$ cat src/design/tmr_pkg.sv
// Purpose: Shared constants and carrier types for the reload/compare PWM timer
// Assumes: One 200 MHz system clock, synchronous active-high reset
// Notes:   Field positions, codes and the timer and prescaler resets live here
package tmr_pkg;
	localparam int          CLK_PERIOD_NS   = 5;
	localparam int          TMR_WIDTH       = 16;
	localparam int          PRESCALE_WIDTH  = 3;
	localparam int          PRE_CNT_WIDTH   = 7;
	localparam logic [1:0]  CCF_COMPARE     = 2'h0;
	localparam logic        WMS_16BIT       = 1'h0;
	localparam logic [15:0] TIMER_ALL_ONES  = 16'hffff;
	localparam logic [15:0] TIMER_RST       = 16'h0000;
	localparam logic [6:0]  PRE_CNT_RST     = 7'h00;
	localparam int          PIN_PRIMARY     = 0;
	localparam int          PIN_SECONDARY   = 1;

	// Software-side control bits
	typedef struct packed {
		logic                       width_mode_select;
		logic [1:0]                 capture_compare_function;
		logic                       run_control;
		logic [PRESCALE_WIDTH-1:0]  prescale_select;
		logic                       timer_irq_enable;
		logic                       gate_enable;
		logic [1:0]                 pin_output_enables;
		logic [1:0]                 pin_polarity_bits;
	} tmr_ctrl_s;

	// Timer reload and compare words
	typedef struct packed {
		logic [15:0] reload_value;
		logic [15:0] compare_value;
	} tmr_words_s;
endpackage

$ cat src/design/tmr_pwm.sv
// Purpose: 16-bit auto-reload/compare timer with PWM pins, gating and single shot
// Assumes: Control bits are stable ports from same-clock software logic
// Notes:   Primary gate pin is asynchronous and is synchronised first
//
// Summary of operation
// Compare mode active only when width mode is 16-bit and function bits are 00.
// Run control starts and stops counting unless single shot overrides.
// Count clock is system clock divided by prescale ratio.
// Prescale codes 0..7 give divide ratios 1 to 128 in powers of two.
// Count upward; on overflow load reload value instead of zero.
// Overflow flag sets at all-ones overflow; interrupt when enabled.
// Equality with compare value sets match flag; interrupt when enabled.
// Compare value outside reload-to-overflow range gives no match.
// Output clock toggles cycle after match or overflow, once if coincident.
// Each pin driven only while its output enable bit is set.
// Pin level is output clock XOR that pin's polarity bit.
// New polarity takes effect only on output enable rising edge.
// Primary pin gates only when enable bit 0 clear and gate enable set.
// Counting blocked while primary pin level equals polarity bit 0.
// Primary pin may gate while secondary pin outputs gated PWM.
// Single-shot write runs timer despite cleared run bit until overflow.
// Single-shot bit clears itself at the ending overflow/reload.
// Single shot with run set keeps PWM going after shot ends.
// Software clears gate enable, configures pins, then sets single shot.
// Gated single shot waits for gate removal, may span gated intervals.
// After gated shot, continue gated PWM if run set, else stop.
// Width mode zero selects 16-bit, one selects dual 8-bit operation; here one only leaves compare mode, so the timer stops.
// Flags stay set until software clears; hardware set wins over clear.
`timescale 1ns/1ps
module tmr_pwm (
	input  wire logic                 i_clock,
	input  wire logic                 i_rst,
	input  wire tmr_pkg::tmr_ctrl_s   i_ctrl,
	input  wire tmr_pkg::tmr_words_s  i_words,
	input  wire logic                 i_timer_load,
	input  wire logic [15:0]          i_timer_load_value,
	input  wire logic                 i_single_shot_wr,
	input  wire logic                 i_overflow_flag_clr,
	input  wire logic                 i_match_flag_clr,
	input  wire logic                 i_primary_timer_pin,
	output logic [15:0]               o_timer_value,
	output logic                      o_single_shot,
	output logic                      o_overflow_flag,
	output logic                      o_match_flag,
	output logic                      o_irq,
	output logic                      o_out_clock,
	output logic                      o_primary_timer_pin,
	output logic                      o_primary_timer_pin_oe,
	output logic                      o_secondary_timer_pin,
	output logic                      o_secondary_timer_pin_oe
);

	////////////////////////////////////////////////////////////////////////////
	// Helper: prescale terminal count for a select code

	function automatic logic [6:0] prescale_last(input logic [2:0] sel);
		prescale_last = 7'((8'h01 << sel) - 8'h01);
	endfunction

	////////////////////////////////////////////////////////////////////////////
	// Gate pin synchroniser; first stage read only by second

	logic gate_sync1_ff;
	logic gate_sync2_ff;

	always_ff @(posedge i_clock) begin
		if (i_rst) begin
			gate_sync1_ff <= 1'b0;
			gate_sync2_ff <= 1'b0;
		end else begin
			gate_sync1_ff <= i_primary_timer_pin;
			gate_sync2_ff <= gate_sync1_ff;
		end
	end

	////////////////////////////////////////////////////////////////////////////
	// Mode, gate and run decode

	logic [15:0] timer_ff;
	logic [6:0]  pre_cnt_ff;
	logic        shot_ff;
	logic        ovf_flag_ff;
	logic        match_flag_ff;
	logic        toggle_req_ff;
	logic        out_clk_ff;
	logic [1:0]  oe_q_ff;
	logic [1:0]  pol_lat_ff;

	wire compare_mode = (i_ctrl.width_mode_select == tmr_pkg::WMS_16BIT) &&
		(i_ctrl.capture_compare_function == tmr_pkg::CCF_COMPARE);
	wire gate_active  = i_ctrl.gate_enable &&
		!i_ctrl.pin_output_enables[tmr_pkg::PIN_PRIMARY];
	// Gated while pin matches polarity bit 0; default low pin blocks
	wire gated        = gate_active &&
		(gate_sync2_ff == i_ctrl.pin_polarity_bits[tmr_pkg::PIN_PRIMARY]);
	wire run_req      = compare_mode && (i_ctrl.run_control || shot_ff);
	wire pre_last     = (pre_cnt_ff >= prescale_last(i_ctrl.prescale_select));
	wire tick         = run_req && !gated && pre_last;
	wire at_top       = (timer_ff == tmr_pkg::TIMER_ALL_ONES);
	wire ovf_evt      = tick && at_top;
	// Counting range is reload..all ones; a compare value outside it is masked from matching
	wire in_range     = (i_words.compare_value >= i_words.reload_value);
	wire match_evt    = tick && in_range &&
		(timer_ff == i_words.compare_value);
	wire [15:0] nxt_timer = ovf_evt ? i_words.reload_value : 16'(timer_ff + 16'h0001);
	wire [6:0]  nxt_pre   = (!run_req || gated || pre_last) ? tmr_pkg::PRE_CNT_RST :
		7'(pre_cnt_ff + 7'h01);
	wire [1:0]  oe_rise   = i_ctrl.pin_output_enables & ~oe_q_ff;

	////////////////////////////////////////////////////////////////////////////
	// Prescaler and counter

	always_ff @(posedge i_clock) begin
		if (i_rst) begin
			pre_cnt_ff <= tmr_pkg::PRE_CNT_RST;
			timer_ff   <= tmr_pkg::TIMER_RST;
		end else begin
			pre_cnt_ff <= nxt_pre;
			if (i_timer_load) begin
				timer_ff <= i_timer_load_value;
			end else if (tick) begin
				timer_ff <= nxt_timer;
			end
		end
	end

	////////////////////////////////////////////////////////////////////////////
	// Single shot: write in compare mode sets, ending overflow clears; a write wins

	always_ff @(posedge i_clock) begin
		if (i_rst) begin
			shot_ff <= 1'b0;
		end else if (i_single_shot_wr && compare_mode) begin
			shot_ff <= 1'b1;
		end else if (ovf_evt) begin
			shot_ff <= 1'b0;
		end
	end

	////////////////////////////////////////////////////////////////////////////
	// Sticky flags; hardware set beats software clear

	always_ff @(posedge i_clock) begin
		if (i_rst) begin
			ovf_flag_ff   <= 1'b0;
			match_flag_ff <= 1'b0;
		end else begin
			ovf_flag_ff   <= ovf_evt | (ovf_flag_ff & ~i_overflow_flag_clr);
			match_flag_ff <= match_evt | (match_flag_ff & ~i_match_flag_clr);
		end
	end

	////////////////////////////////////////////////////////////////////////////
	// Output clock: one toggle per event cycle, applied the cycle after

	always_ff @(posedge i_clock) begin
		if (i_rst) begin
			toggle_req_ff <= 1'b0;
			out_clk_ff    <= 1'b0;
		end else begin
			toggle_req_ff <= ovf_evt | match_evt;
			out_clk_ff    <= out_clk_ff ^ toggle_req_ff;
		end
	end

	////////////////////////////////////////////////////////////////////////////
	// Polarity latch; polarity only captured on enable rising edge

	always_ff @(posedge i_clock) begin
		if (i_rst) begin
			oe_q_ff    <= 2'h0;
			pol_lat_ff <= 2'h0;
		end else begin
			oe_q_ff    <= i_ctrl.pin_output_enables;
			pol_lat_ff <= (oe_rise & i_ctrl.pin_polarity_bits) |
				(~oe_rise & pol_lat_ff);
		end
	end

	////////////////////////////////////////////////////////////////////////////
	// Registered outputs

	wire nxt_clk  = out_clk_ff ^ toggle_req_ff;
	wire [1:0] nxt_pol = (oe_rise & i_ctrl.pin_polarity_bits) | (~oe_rise & pol_lat_ff);

	always_ff @(posedge i_clock) begin
		if (i_rst) begin
			o_timer_value            <= tmr_pkg::TIMER_RST;
			o_single_shot            <= 1'b0;
			o_overflow_flag          <= 1'b0;
			o_match_flag             <= 1'b0;
			o_irq                    <= 1'b0;
			o_out_clock              <= 1'b0;
			o_primary_timer_pin      <= 1'b0;
			o_primary_timer_pin_oe   <= 1'b0;
			o_secondary_timer_pin    <= 1'b0;
			o_secondary_timer_pin_oe <= 1'b0;
		end else begin
			o_timer_value            <= timer_ff;
			o_single_shot            <= shot_ff;
			o_overflow_flag          <= ovf_flag_ff;
			o_match_flag             <= match_flag_ff;
			o_irq                    <= i_ctrl.timer_irq_enable &
				(ovf_flag_ff | match_flag_ff);
			o_out_clock              <= nxt_clk;
			o_primary_timer_pin      <= nxt_clk ^ nxt_pol[tmr_pkg::PIN_PRIMARY];
			o_primary_timer_pin_oe   <= i_ctrl.pin_output_enables[tmr_pkg::PIN_PRIMARY];
			o_secondary_timer_pin    <= nxt_clk ^ nxt_pol[tmr_pkg::PIN_SECONDARY];
			o_secondary_timer_pin_oe <= i_ctrl.pin_output_enables[tmr_pkg::PIN_SECONDARY];
		end
	end
endmodule

$ cat config.mk
export PLATFORM = sky130hd
export DESIGN_NAME = tmr_pwm
export DESIGN_NICKNAME = d
export VERILOG_FILES = /design/src/design/tmr_pkg.sv /design/src/design/tmr_pwm.sv
export SDC_FILE = /design/constraint.sdc
export NUM_CORES = 1
export LEC_CHECK = 0
export BUFFER_PORTS_ARGS = -buffer_cell sky130_fd_sc_hd__buf_2
export CORE_MARGIN = 2
export CORE_UTILIZATION = 42
export DETAILED_ROUTE_END_ITERATION = 8
export PLACE_DENSITY = 0.66
export SLEW_MARGIN = 20
export SYNTH_ARGS = -nofsm -noshare
export SYNTH_HDL_FRONTEND = slang
export SYNTH_SLANG_ARGS = --single-unit
export TNS_END_PERCENT = 100
$ cat constraint.sdc
create_clock -name i_clock -period 6.1 [get_ports i_clock]
set_input_delay 0 -clock i_clock [delete_from_list [all_inputs] [get_ports i_clock]]
set_output_delay 0 -clock i_clock [all_outputs]
set_load 0.01 [all_outputs]
==> results_dict.tcl, run 1 <==
set metrics [dict create \
    status "completed" \
    worstPathRequired_ns 6.34 \
    vdd.ir_drop.worst_v 0.0001542 \
    crit_fanout 9 \
    port_buffers 92 \
    routabilityCongestion 0.9003 \
    core_um2 7292 \
    cts_tree "built" \
    hold_violations 0 \
    rsz0062_at_grt "no" \
    grt_pass1_wl_um 13810 \
    clock_latency_ns 0.32 \
    slowest_stage "nor4_1" \
    fillCellCount 746 \
    slew_violations 0 \
    die_h_um 91.18 \
    hp-start "i_timer_load_value[4]" \
    synth_top_area_share_pct 35.12 \
    die_area_um2 8313 \
    avgSynthCellArea_um2 8.400 \
    vias_per_cell 5.216 \
    hold_ws_ns 0.02319 \
    min_period_ns 2.447 \
    wl_um 8314 \
    rows 31 \
    crit_family "simple AND/OR/NAND/NOR gates" \
    hpwl_um 6235 \
    wl_per_cell_um 14.38 \
    grt_overflow 0 \
    worstHoldPathType "in2reg" \
    nNetsFinal 571 \
    setup_viol 0 \
    drive_gt1_share_pct 23.38 \
    postPlaceCellArea_um2 3670 \
    finalSetupTns_ns 0 \
    drt.antenna.violating_nets 0 \
    r2r_start "timer_ff[0]" \
    grt_pass1_vias 2896 \
    ctsResizeCount 0 \
    yosysSeqAreaShare_pct 35.12 \
    final_util_pct 54.67 \
    fin_crit_sh_pct 40.11 \
    netlist_instances 380 \
    antenna_found_initial 0 \
    path_buf_inv 1 \
    clockBufferDepth 2 \
    final_cell_mix "92 x buf_2, 56 x dfxtp_1, 32 x nand2_1" \
    cp-end-kind "register" \
    cts.sinks 56 \
    n_antenna_cell 0 \
    p_leak_nw 1.834 \
    fin_worst_skew_ns 0.01577 \
    drv_cap 0 \
    p_total_mw 0.7380 \
    yosysWarnings 0 \
    crit_chain "ha_1 > nand4_1 > nor4_1 > buf_4 > nand2_1 > and3_1 > o32ai_1" \
    startpoint_type "register" \
    htree_num_levels 2 \
    yosys_register_bits 56 \
    io_pins 93 \
    synth_nets 473 \
    syn_to_final_growth_pct 24.89 \
    numCtsBuffers 5 \
    max_freq_ghz 0.4087 \
    power_density_nw_per_um2 185.1 \
    path_clk_slew_ns 0.11 \
    die_w_um 91.18 \
    synth_edf_count 0 \
    criticalPathCategory "reg2reg" \
    ys_types 51 \
    initial_utilization_pct 43.77 \
    slew_headroom_pct 41.96 \
    arrival_ns 2.69 \
    dr.pass1.iters 5 \
    drc 0 \
    postSynth.asyncResetShare_pct 0 \
    ys.flop_type "dfxtp_1" \
    cp_slowest_stage_delay_ns 0.68 \
    via_count 3015 \
    synth.cell_area_um2 3192 \
    synth.area.top_cells "dfxtp_1 35%, ha_1 9.8%, xor2_1 5.8%" \
    grt_usage_pct 20.49 \
    mostFrequentLayoutCell "buf_2" \
    postCtsSetupRepairBufs 0 \
    synth_area_leader_cell "dfxtp_1" \
    stdcell_area_um2 3986 \
    startpoint "timer_ff[0]" \
    tightest_slew_ns 0.8626 \
    grt_max_degree 46 \
    drt_iter0_markers 141 \
    cts_root_buf "clkbuf_8" \
]
==> kinds of logic (layout without fill, tap and decap cells) <==
kind of cell             Yosys count  after routing  synth area share, %
AND/OR/NAND/NOR                  129            129                21.44
adder cells (fa/ha/maj)           25             25                9.800
AO/OA/AOI/OAI                     86             86                17.52
multiplexers                       4              4                1.294
XOR/XNOR                          29             29                7.958
flip-flops                        56             56                35.12
buffers and inverters             51            150                6.860
==> through the flow <==
| step | std cells | setup slack, ns |
|---|---|---|
| floorplan | 380 | 4.150 |
| global placement | 548 | 3.791 |
| detailed placement | 548 | 3.715 |
| CTS | 578 | 3.712 |
| global route | 578 | 3.419 |
| finish | 578 | 3.653 |
==> area by class of cell <==
| type | instances | area [µm²] | area share, % |
|---|---|---|---|
| Clock buffer | 5 | 68.82 | 1.726 |
| Multi-Input combinational cell | 273 | 1852 | 46.45 |
| Timing Repair Buffer | 116 | 695.7 | 17.45 |
| Clock inverter | 3 | 27.53 | 0.6905 |
| Tap cell | 99 | 123.9 | 3.107 |
| Inverter | 26 | 97.59 | 2.448 |
| Sequential cell | 56 | 1121 | 28.12 |
==> state kept, by name (all words and copies together), names as in the netlist <==
signal and flops:
o_timer_value 16, timer_ff 16, pre_cnt_ff 7, oe_q_ff 2
pol_lat_ff 2, gate_sync1_ff 1, gate_sync2_ff 1, match_flag_ff 1
o_irq 1, o_match_flag 1, o_out_clock 1, o_overflow_flag 1
o_primary_timer_pin 1, o_secondary_timer_pin 1, o_single_shot 1, ovf_flag_ff 1
shot_ff 1, toggle_req_ff 1
==> Yosys cell counts (2+ instances only) <==
library cell,n
dfxtp_1,56
nand2_1,32
inv_1,26
ha_1,25
nor2b_1,23
a21oi_1,22
o21ai_0,22
xor2_1,21
nor2_1,20
buf_2,13
nand3_1,12
clkbuf_1,10
xnor2_1,8
o22ai_1,7
nand4_1,6
nor3_1,6
a211oi_1,5
and3_1,5
nand2b_1,5
nor4_1,4
o32ai_1,4
or3_1,4
a311oi_1,3
and4_1,3
mux2i_1,3
o211ai_1,3
o21a_1,3
a21o_1,2
a31oi_1,2
a32o_1,2
and2_0,2
nand4_2,2
==> metal layers <==
layer	vias to the layer above	track usage (%)	wire length, µm
li1	1520	-	-
met1	1399	28.18	3874
met2	89	33.83	3931
met3	7	2.822	429
met4	0	5.303	78
met5	-	0	0
==> power by group <==
group / total (mW) / switching, mW / internal (mW)
Sequential: 0.397 / 0.0176 / 0.380
Clock: 0.217 / 0.132 / 0.0846
Combinational: 0.124 / 0.0616 / 0.0622
Total: 0.738 / 0.211 / 0.527
==> worst paths after layout <==
kind / end / slack [ns] / depth (start not counted)
worst min-delay path: timer_ff[4] / 0.02 / 3
worst max register to register: timer_ff[1] / 3.65 / 7
worst max-delay path: timer_ff[1] / 3.65 / 7
worst min register to register: gate_sync2_ff / 0.46 / 1
==> worst register-to-register path, delay by kind of cell (launching register included) <==
kind            cells  cell delay, ns
simple gates        4            1.05
flops               1            0.51
compound gates      1            0.19
fa+ha+maj           1            0.33
buf+inv             1            0.28
==> repair_timing <==
action / 4_1_cts / 5_1_grt
hold buffers: 22 / 0
setup endpoints to repair: 0 / 0
endpoints found under the hold margin: 22 / 0
No activity file was read; power rests on OpenSTA's default activity.
==> inputs of run 2 (changes only) <==
ABC_AREA = 1   (was unset)
PLACE_DENSITY = 0.65   (was 0.66)
clock period = 2.49 ns   (was 6.1 ns; I/O delays follow)
==> results_dict.tcl, run 2 <==
set metrics [dict create \
    status "completed" \
    fin_crit_sh_pct 83.28 \
    avgSynthCellArea_um2 6.609 \
    routabilityCongestion 0.9040 \
    power_density_nw_per_um2 426.4 \
    port_buffers 92 \
    slew_headroom_pct 59.46 \
    vias_per_cell 4.983 \
    wl_per_cell_um 13.16 \
    drt_iter0_markers 263 \
    slew_violations 0 \
    min_period_ns 2.074 \
    grt_pass1_wl_um 16610 \
    crit_fanout 18 \
    grt_max_degree 30 \
    worstHoldPathType "in2reg" \
    setup_viol 0 \
    postSynth.asyncResetShare_pct 0 \
    max_freq_ghz 0.4822 \
    hpwl_um 7779 \
    fin_ws_ns 0.4164 \
    startpoint_type "register" \
    drv_cap 0 \
    wl_um 9880 \
    fin_worst_skew_ns 0.01560 \
    initial_utilization_pct 43.70 \
    worstPathRequired_ns 2.76 \
    yosysSeqAreaShare_pct 31.07 \
    nNetsFinal 738 \
    met1_usage_pct 29.09 \
    cts_root_buf "clkbuf_8" \
    yosys_register_bits 56 \
    drt.antenna.violating_nets 0 \
    final_cell_mix "150 x nand2_1, 96 x nor2_1, 92 x buf_2" \
    synth.area.top_cells "dfxtp_1 31%, nand2_1 16%, nor2_1 10%" \
    use_met3_pct 2.673 \
    path_clk_slew_ns 0.11 \
    cp_slowest_stage_delay_ns 0.36 \
    drive_gt1_share_pct 19.97 \
    met2_usage_pct 35.10 \
    via_count 3742 \
    grt.busiest_layer "met2" \
    cp-end-kind "register" \
    ctsResizeCount 0 \
    tightest_slew_ns 0.6081 \
    clock_latency_ns 0.32 \
    grt_pass1_vias 3563 \
    hold_violations 0 \
    ys_types 32 \
    slowest_stage "dfxtp_1" \
    arrival_ns 2.34 \
    htree_num_levels 2 \
    criticalPathCategory "reg2reg" \
    die_w_um 96.69 \
    postCtsSetupRepairBufs 0 \
    ctsHoldBuffers 10 \
    dr.pass1.iters 5 \
    n_antenna_cell 0 \
    core_um2 8258 \
    vdd.ir_drop.worst_v 0.0002053 \
    yosysWarnings 0 \
    numCtsBuffers 5 \
    fillCellCount 865 \
    drc 0 \
    crit_chain "ha_1 > nand2_1 > nand2_1 > a21oi_2 > nand2_2 > nand2_4 > nand2_2 > inv_2 > nand2_1 > nand2_1" \
    cts_tree "built" \
    netlist_instances 546 \
    syn_to_final_growth_pct 19.63 \
    p_total_mw 1.841 \
    rsz0062_at_grt "no" \
    largest_registers "o_timer_value: 16 flops, timer_ff: 16 flops, pre_cnt_ff: 7 flops" \
    synth_nets 639 \
    io_pins 93 \
    grt_overflow 0 \
    synth_top_area_share_pct 31.07 \
    finalSetupTns_ns 0 \
    die_area_um2 9349 \
    synth_common_cells "150 x nand2_1, 96 x nor2_1, 72 x inv_1, 56 x dfxtp_1, 31 x nand3_1" \
    clockBufferDepth 2 \
    antenna_found_initial 0 \
    cpMostUsedCell "nand2_1" \
    pre_cts_ws_ns 0.4457 \
    p_leak_nw 2.303 \
    ys.flop_type "dfxtp_1" \
    cts.sinks 56 \
    mostFrequentLayoutCell "nand2_1" \
    die_h_um 96.69 \
    synth.cell_area_um2 3608 \
    rows 33 \
    synth_area_leader_cell "dfxtp_1" \
    synth_edf_count 0 \
    grt_usage_pct 21.27 \
    yosysMostFrequentCell "nand2_1" \
]
-- run 2: kinds of logic after synthesis --
group | Yosys count | synth area share (%)
DFF | 56 | 31.07
adders and majority gates | 25 | 8.669
buffers and inverters | 86 | 10.12
xor gates and xnor gates | 13 | 3.155
and+or+nand+nor | 331 | 41.71
AOI/OAI and AO/OA | 35 | 5.271
-- run 2: path summary, 6_finish.rpt --
| path | start | endpoint | slack, ns | cells after the start |
|---|---|---|---|---|
| setup / recovery | pre_cnt_ff[4] | timer_ff[15] | 0.42 | 10 |
| hold / removal | i_timer_load_value[11] | timer_ff[11] | 0.006 | 5 |
| setup reg to reg | pre_cnt_ff[4] | timer_ff[15] | 0.42 | 10 |
| hold reg to reg | gate_sync1_ff | gate_sync2_ff | 0.41 | 2 |
-- run 2: worst max-delay path: cells and delay by family, from the launching register on --
family          cells  cell delay, ns
flops               1            0.36
simple gates        7            0.88
compound gates      1            0.19
buf+inv             1            0.27
fa+ha+maj           1            0.32
-- run 2: cell type report --
class	instances	area, µm²	area share [%]
Multi-Input combinational cell	404	2122	49.16
Sequential cell	56	1121	25.97
Timing Repair Buffer	104	575.6	13.33
Clock buffer	6	72.57	1.681
Clock inverter	2	16.27	0.3768
Inverter	74	277.8	6.435
Tap cell	105	131.4	3.043
-- run 2: per-layer routing --
| layer | wire [µm] | part of all wire [%] | up-vias |
|---|---|---|---|
| li1 | - | - | 1912 |
| met1 | 4595 | 47 | 1667 |
| met2 | 4463 | 45 | 145 |
| met3 | 641 | 6.5 | 18 |
| met4 | 179 | 1.8 | 0 |
| met5 | 0 | 0 | - |
-- run 2: through the flow --
step                hold slack [ns]  utilization (%)  instance area (µm²)  cells
CTS                        0.003896            52.27                 4317    751
global route                0.03841            52.27                 4317    751
floorplan                   0.09513                -                 3608    546
finish                     0.005923            52.27                 4317    751
detailed placement           0.2083            49.98                 4128    733
global placement             0.2032            49.98                 4128    733
-- run 2: report_power, final --
group | total [mW] | leakage (nW) | switching [mW] | internal [mW]
Clock | 0.511 | 0.0414 | 0.309 | 0.201
Sequential | 0.966 | 0.457 | 0.0340 | 0.932
Combinational | 0.364 | 1.80 | 0.213 | 0.151
==> inputs of run 3 (changes only) <==
PLACE_DENSITY = 0.67   (was 0.65)
clock period = 1.8 ns   (was 2.49 ns; I/O delays follow)
==> results_dict.tcl, run 3 (synthesis gave the netlist of run 2 again) <==
set metrics [dict create \
    core_um2 8258 \
    criticalPathCategory "reg2reg" \
    fin_crit_sh_pct 94.31 \
    cts_tree "built" \
    via_count 3809 \
    routabilityCongestion 0.9519 \
    setup_viol 0 \
    arrival_ns 1.97 \
    reg2regPathDepth 13 \
    die_h_um 96.69 \
    cts.sinks 56 \
    numCtsBuffers 5 \
    nNetsFinal 752 \
    grt_max_degree 20 \
    antenna_found_initial 0 \
    wl_um 10150 \
    path_clk_slew_ns 0.11 \
    hold_depth 5 \
    mostFrequentLayoutCell "nand2_1" \
    reg2reg_slack_ns 0.10 \
    tightest_slew_ns 0.4345 \
    htree_num_levels 2 \
    min_period_ns 1.698 \
    die_w_um 96.69 \
    fin_worst_skew_ns 0.01170 \
    die_area_um2 9349 \
    slew_violations 0 \
    hold_violations 0 \
    drive_gt1_share_pct 23.18 \
    cts_root_buf "clkbuf_8" \
    max_freq_ghz 0.5891 \
    r2r_start "pre_cnt_ff[2]" \
    vias_per_cell 4.979 \
    crit_fanout 8 \
    slew_headroom_pct 71.00 \
    grt_pass1_wl_um 16900 \
    grt_overflow 0 \
    wl_per_cell_um 13.27 \
    wl_met3_um 806 \
    hp-start "i_timer_load_value[4]" \
    clockBufferDepth 2 \
    cp-end-kind "register" \
    power_density_nw_per_um2 572.3 \
    drt_iter0_markers 244 \
    fillCellCount 850 \
    drt.antenna.violating_nets 0 \
    io_pins 93 \
    stdcell_area_um2 4487 \
    port_buffers 92 \
    grt_pass1_vias 3670 \
    syn_to_final_growth_pct 24.34 \
    startpoint_type "register" \
    r2r_end "timer_ff[14]" \
    wl_met2_um 4669 \
    multi_input_area_um2 2172 \
    initial_utilization_pct 43.70 \
    final_cell_mix "148 x nand2_1, 95 x nor2_1, 92 x buf_2" \
    finalSetupTns_ns 0 \
    wl_met1_um 4569 \
    drc 0 \
    min_to "timer_ff[4]" \
    drv_cap 0 \
    worstPathRequired_ns 2.07 \
    postPlaceCellArea_um2 4245 \
    clock_latency_ns 0.32 \
    ff_latch_area_um2 1126 \
    dr.pass1.iters 5 \
    rows 33 \
    p_leak_nw 2.384 \
    vdd.ir_drop.worst_v 0.0003028 \
    hpwl_um 8015 \
    top_layer_used "met4" \
    largest_registers "o_timer_value: 16 flops, timer_ff: 16 flops, pre_cnt_ff: 7 flops" \
    grt_usage_pct 21.46 \
    n_antenna_cell 0 \
    worstHoldPathType "in2reg" \
    status "completed" \
]
run 3: area by class of cell:
type	count	area share (%)
clock buffer	5	1.534
tap	105	2.928
sequential	56	25.10
clock inverter	3	0.4741
timing repair buffer	117	15.25
multi-input combinational	405	48.41
inverter	74	6.302
run 3: power breakdown:
group | leakage [nW] | internal [mW] | total [mW] | switching (mW)
clock | 0.0445 | 0.277 | 0.705 | 0.427
combinational | 1.88 | 0.218 | 0.529 | 0.312
sequential | 0.459 | 1.29 | 1.33 | 0.0446
total | 2.38 | 1.78 | 2.57 | 0.783
run 3: what timing repair did:
action,CTS,global route
hold endpoints to repair,7,0
buffers inserted,0,1
hold buffers,8,0
gates resized for setup,0,15
setup endpoints to repair,0,16
run 3: critical path, cell delays in order (launching register included):
cell and delay [ns]:
dfxtp_1 0.35, ha_1 0.32, nand2_1 0.05, inv_1 0.04, nand2_1 0.04, nand2_1 0.06, nand2_2 0.06, nand2_2 0.13
nand2_4 0.10, nand2_8 0.13, nand2_8 0.10, nor2_1 0.15, nand2_1 0.06, nand2_1 0.06
run 3: through the flow:
stage / hold slack [ns] / setup WS, ns / power, mW / std cells / util (%)
final: 0.01146 / 0.1025 / 2.568 / 765 / 54.33
after global routing: 0.02600 / -0.008537 / 2.720 / 765 / 54.33
after CTS: 0.01399 / 0.04770 / 2.564 / 763 / 53.47
after detailed placement: 0.2084 / 0.06944 / 1.860 / 747 / 51.41
after global placement: 0.2053 / 0.1299 / 1.843 / 747 / 51.41
after floorplan: 0.09513 / 0.1187 / 1.651 / 546 / -
run 3: worst max path at each step:
stage             startpoint           end  cells after the start
6_report       pre_cnt_ff[2]  timer_ff[14]                     13
5_1_grt        pre_cnt_ff[4]   timer_ff[2]                     11
4_1_cts        pre_cnt_ff[6]   timer_ff[1]                     10
3_5_place_dp       i_ctrl[8]  timer_ff[14]                     16
3_3_place_gp   pre_cnt_ff[0]  timer_ff[14]                     14
2_1_floorplan  pre_cnt_ff[0]  timer_ff[14]                     15
run 3: layer usage:
metal | track usage (%) | vias up
met5 | 0 | -
met1 | 29.15 | 1711
met3 | 3.757 | 11
met2 | 35.79 | 151
li1 | - | 1936
met4 | 4.550 | 0
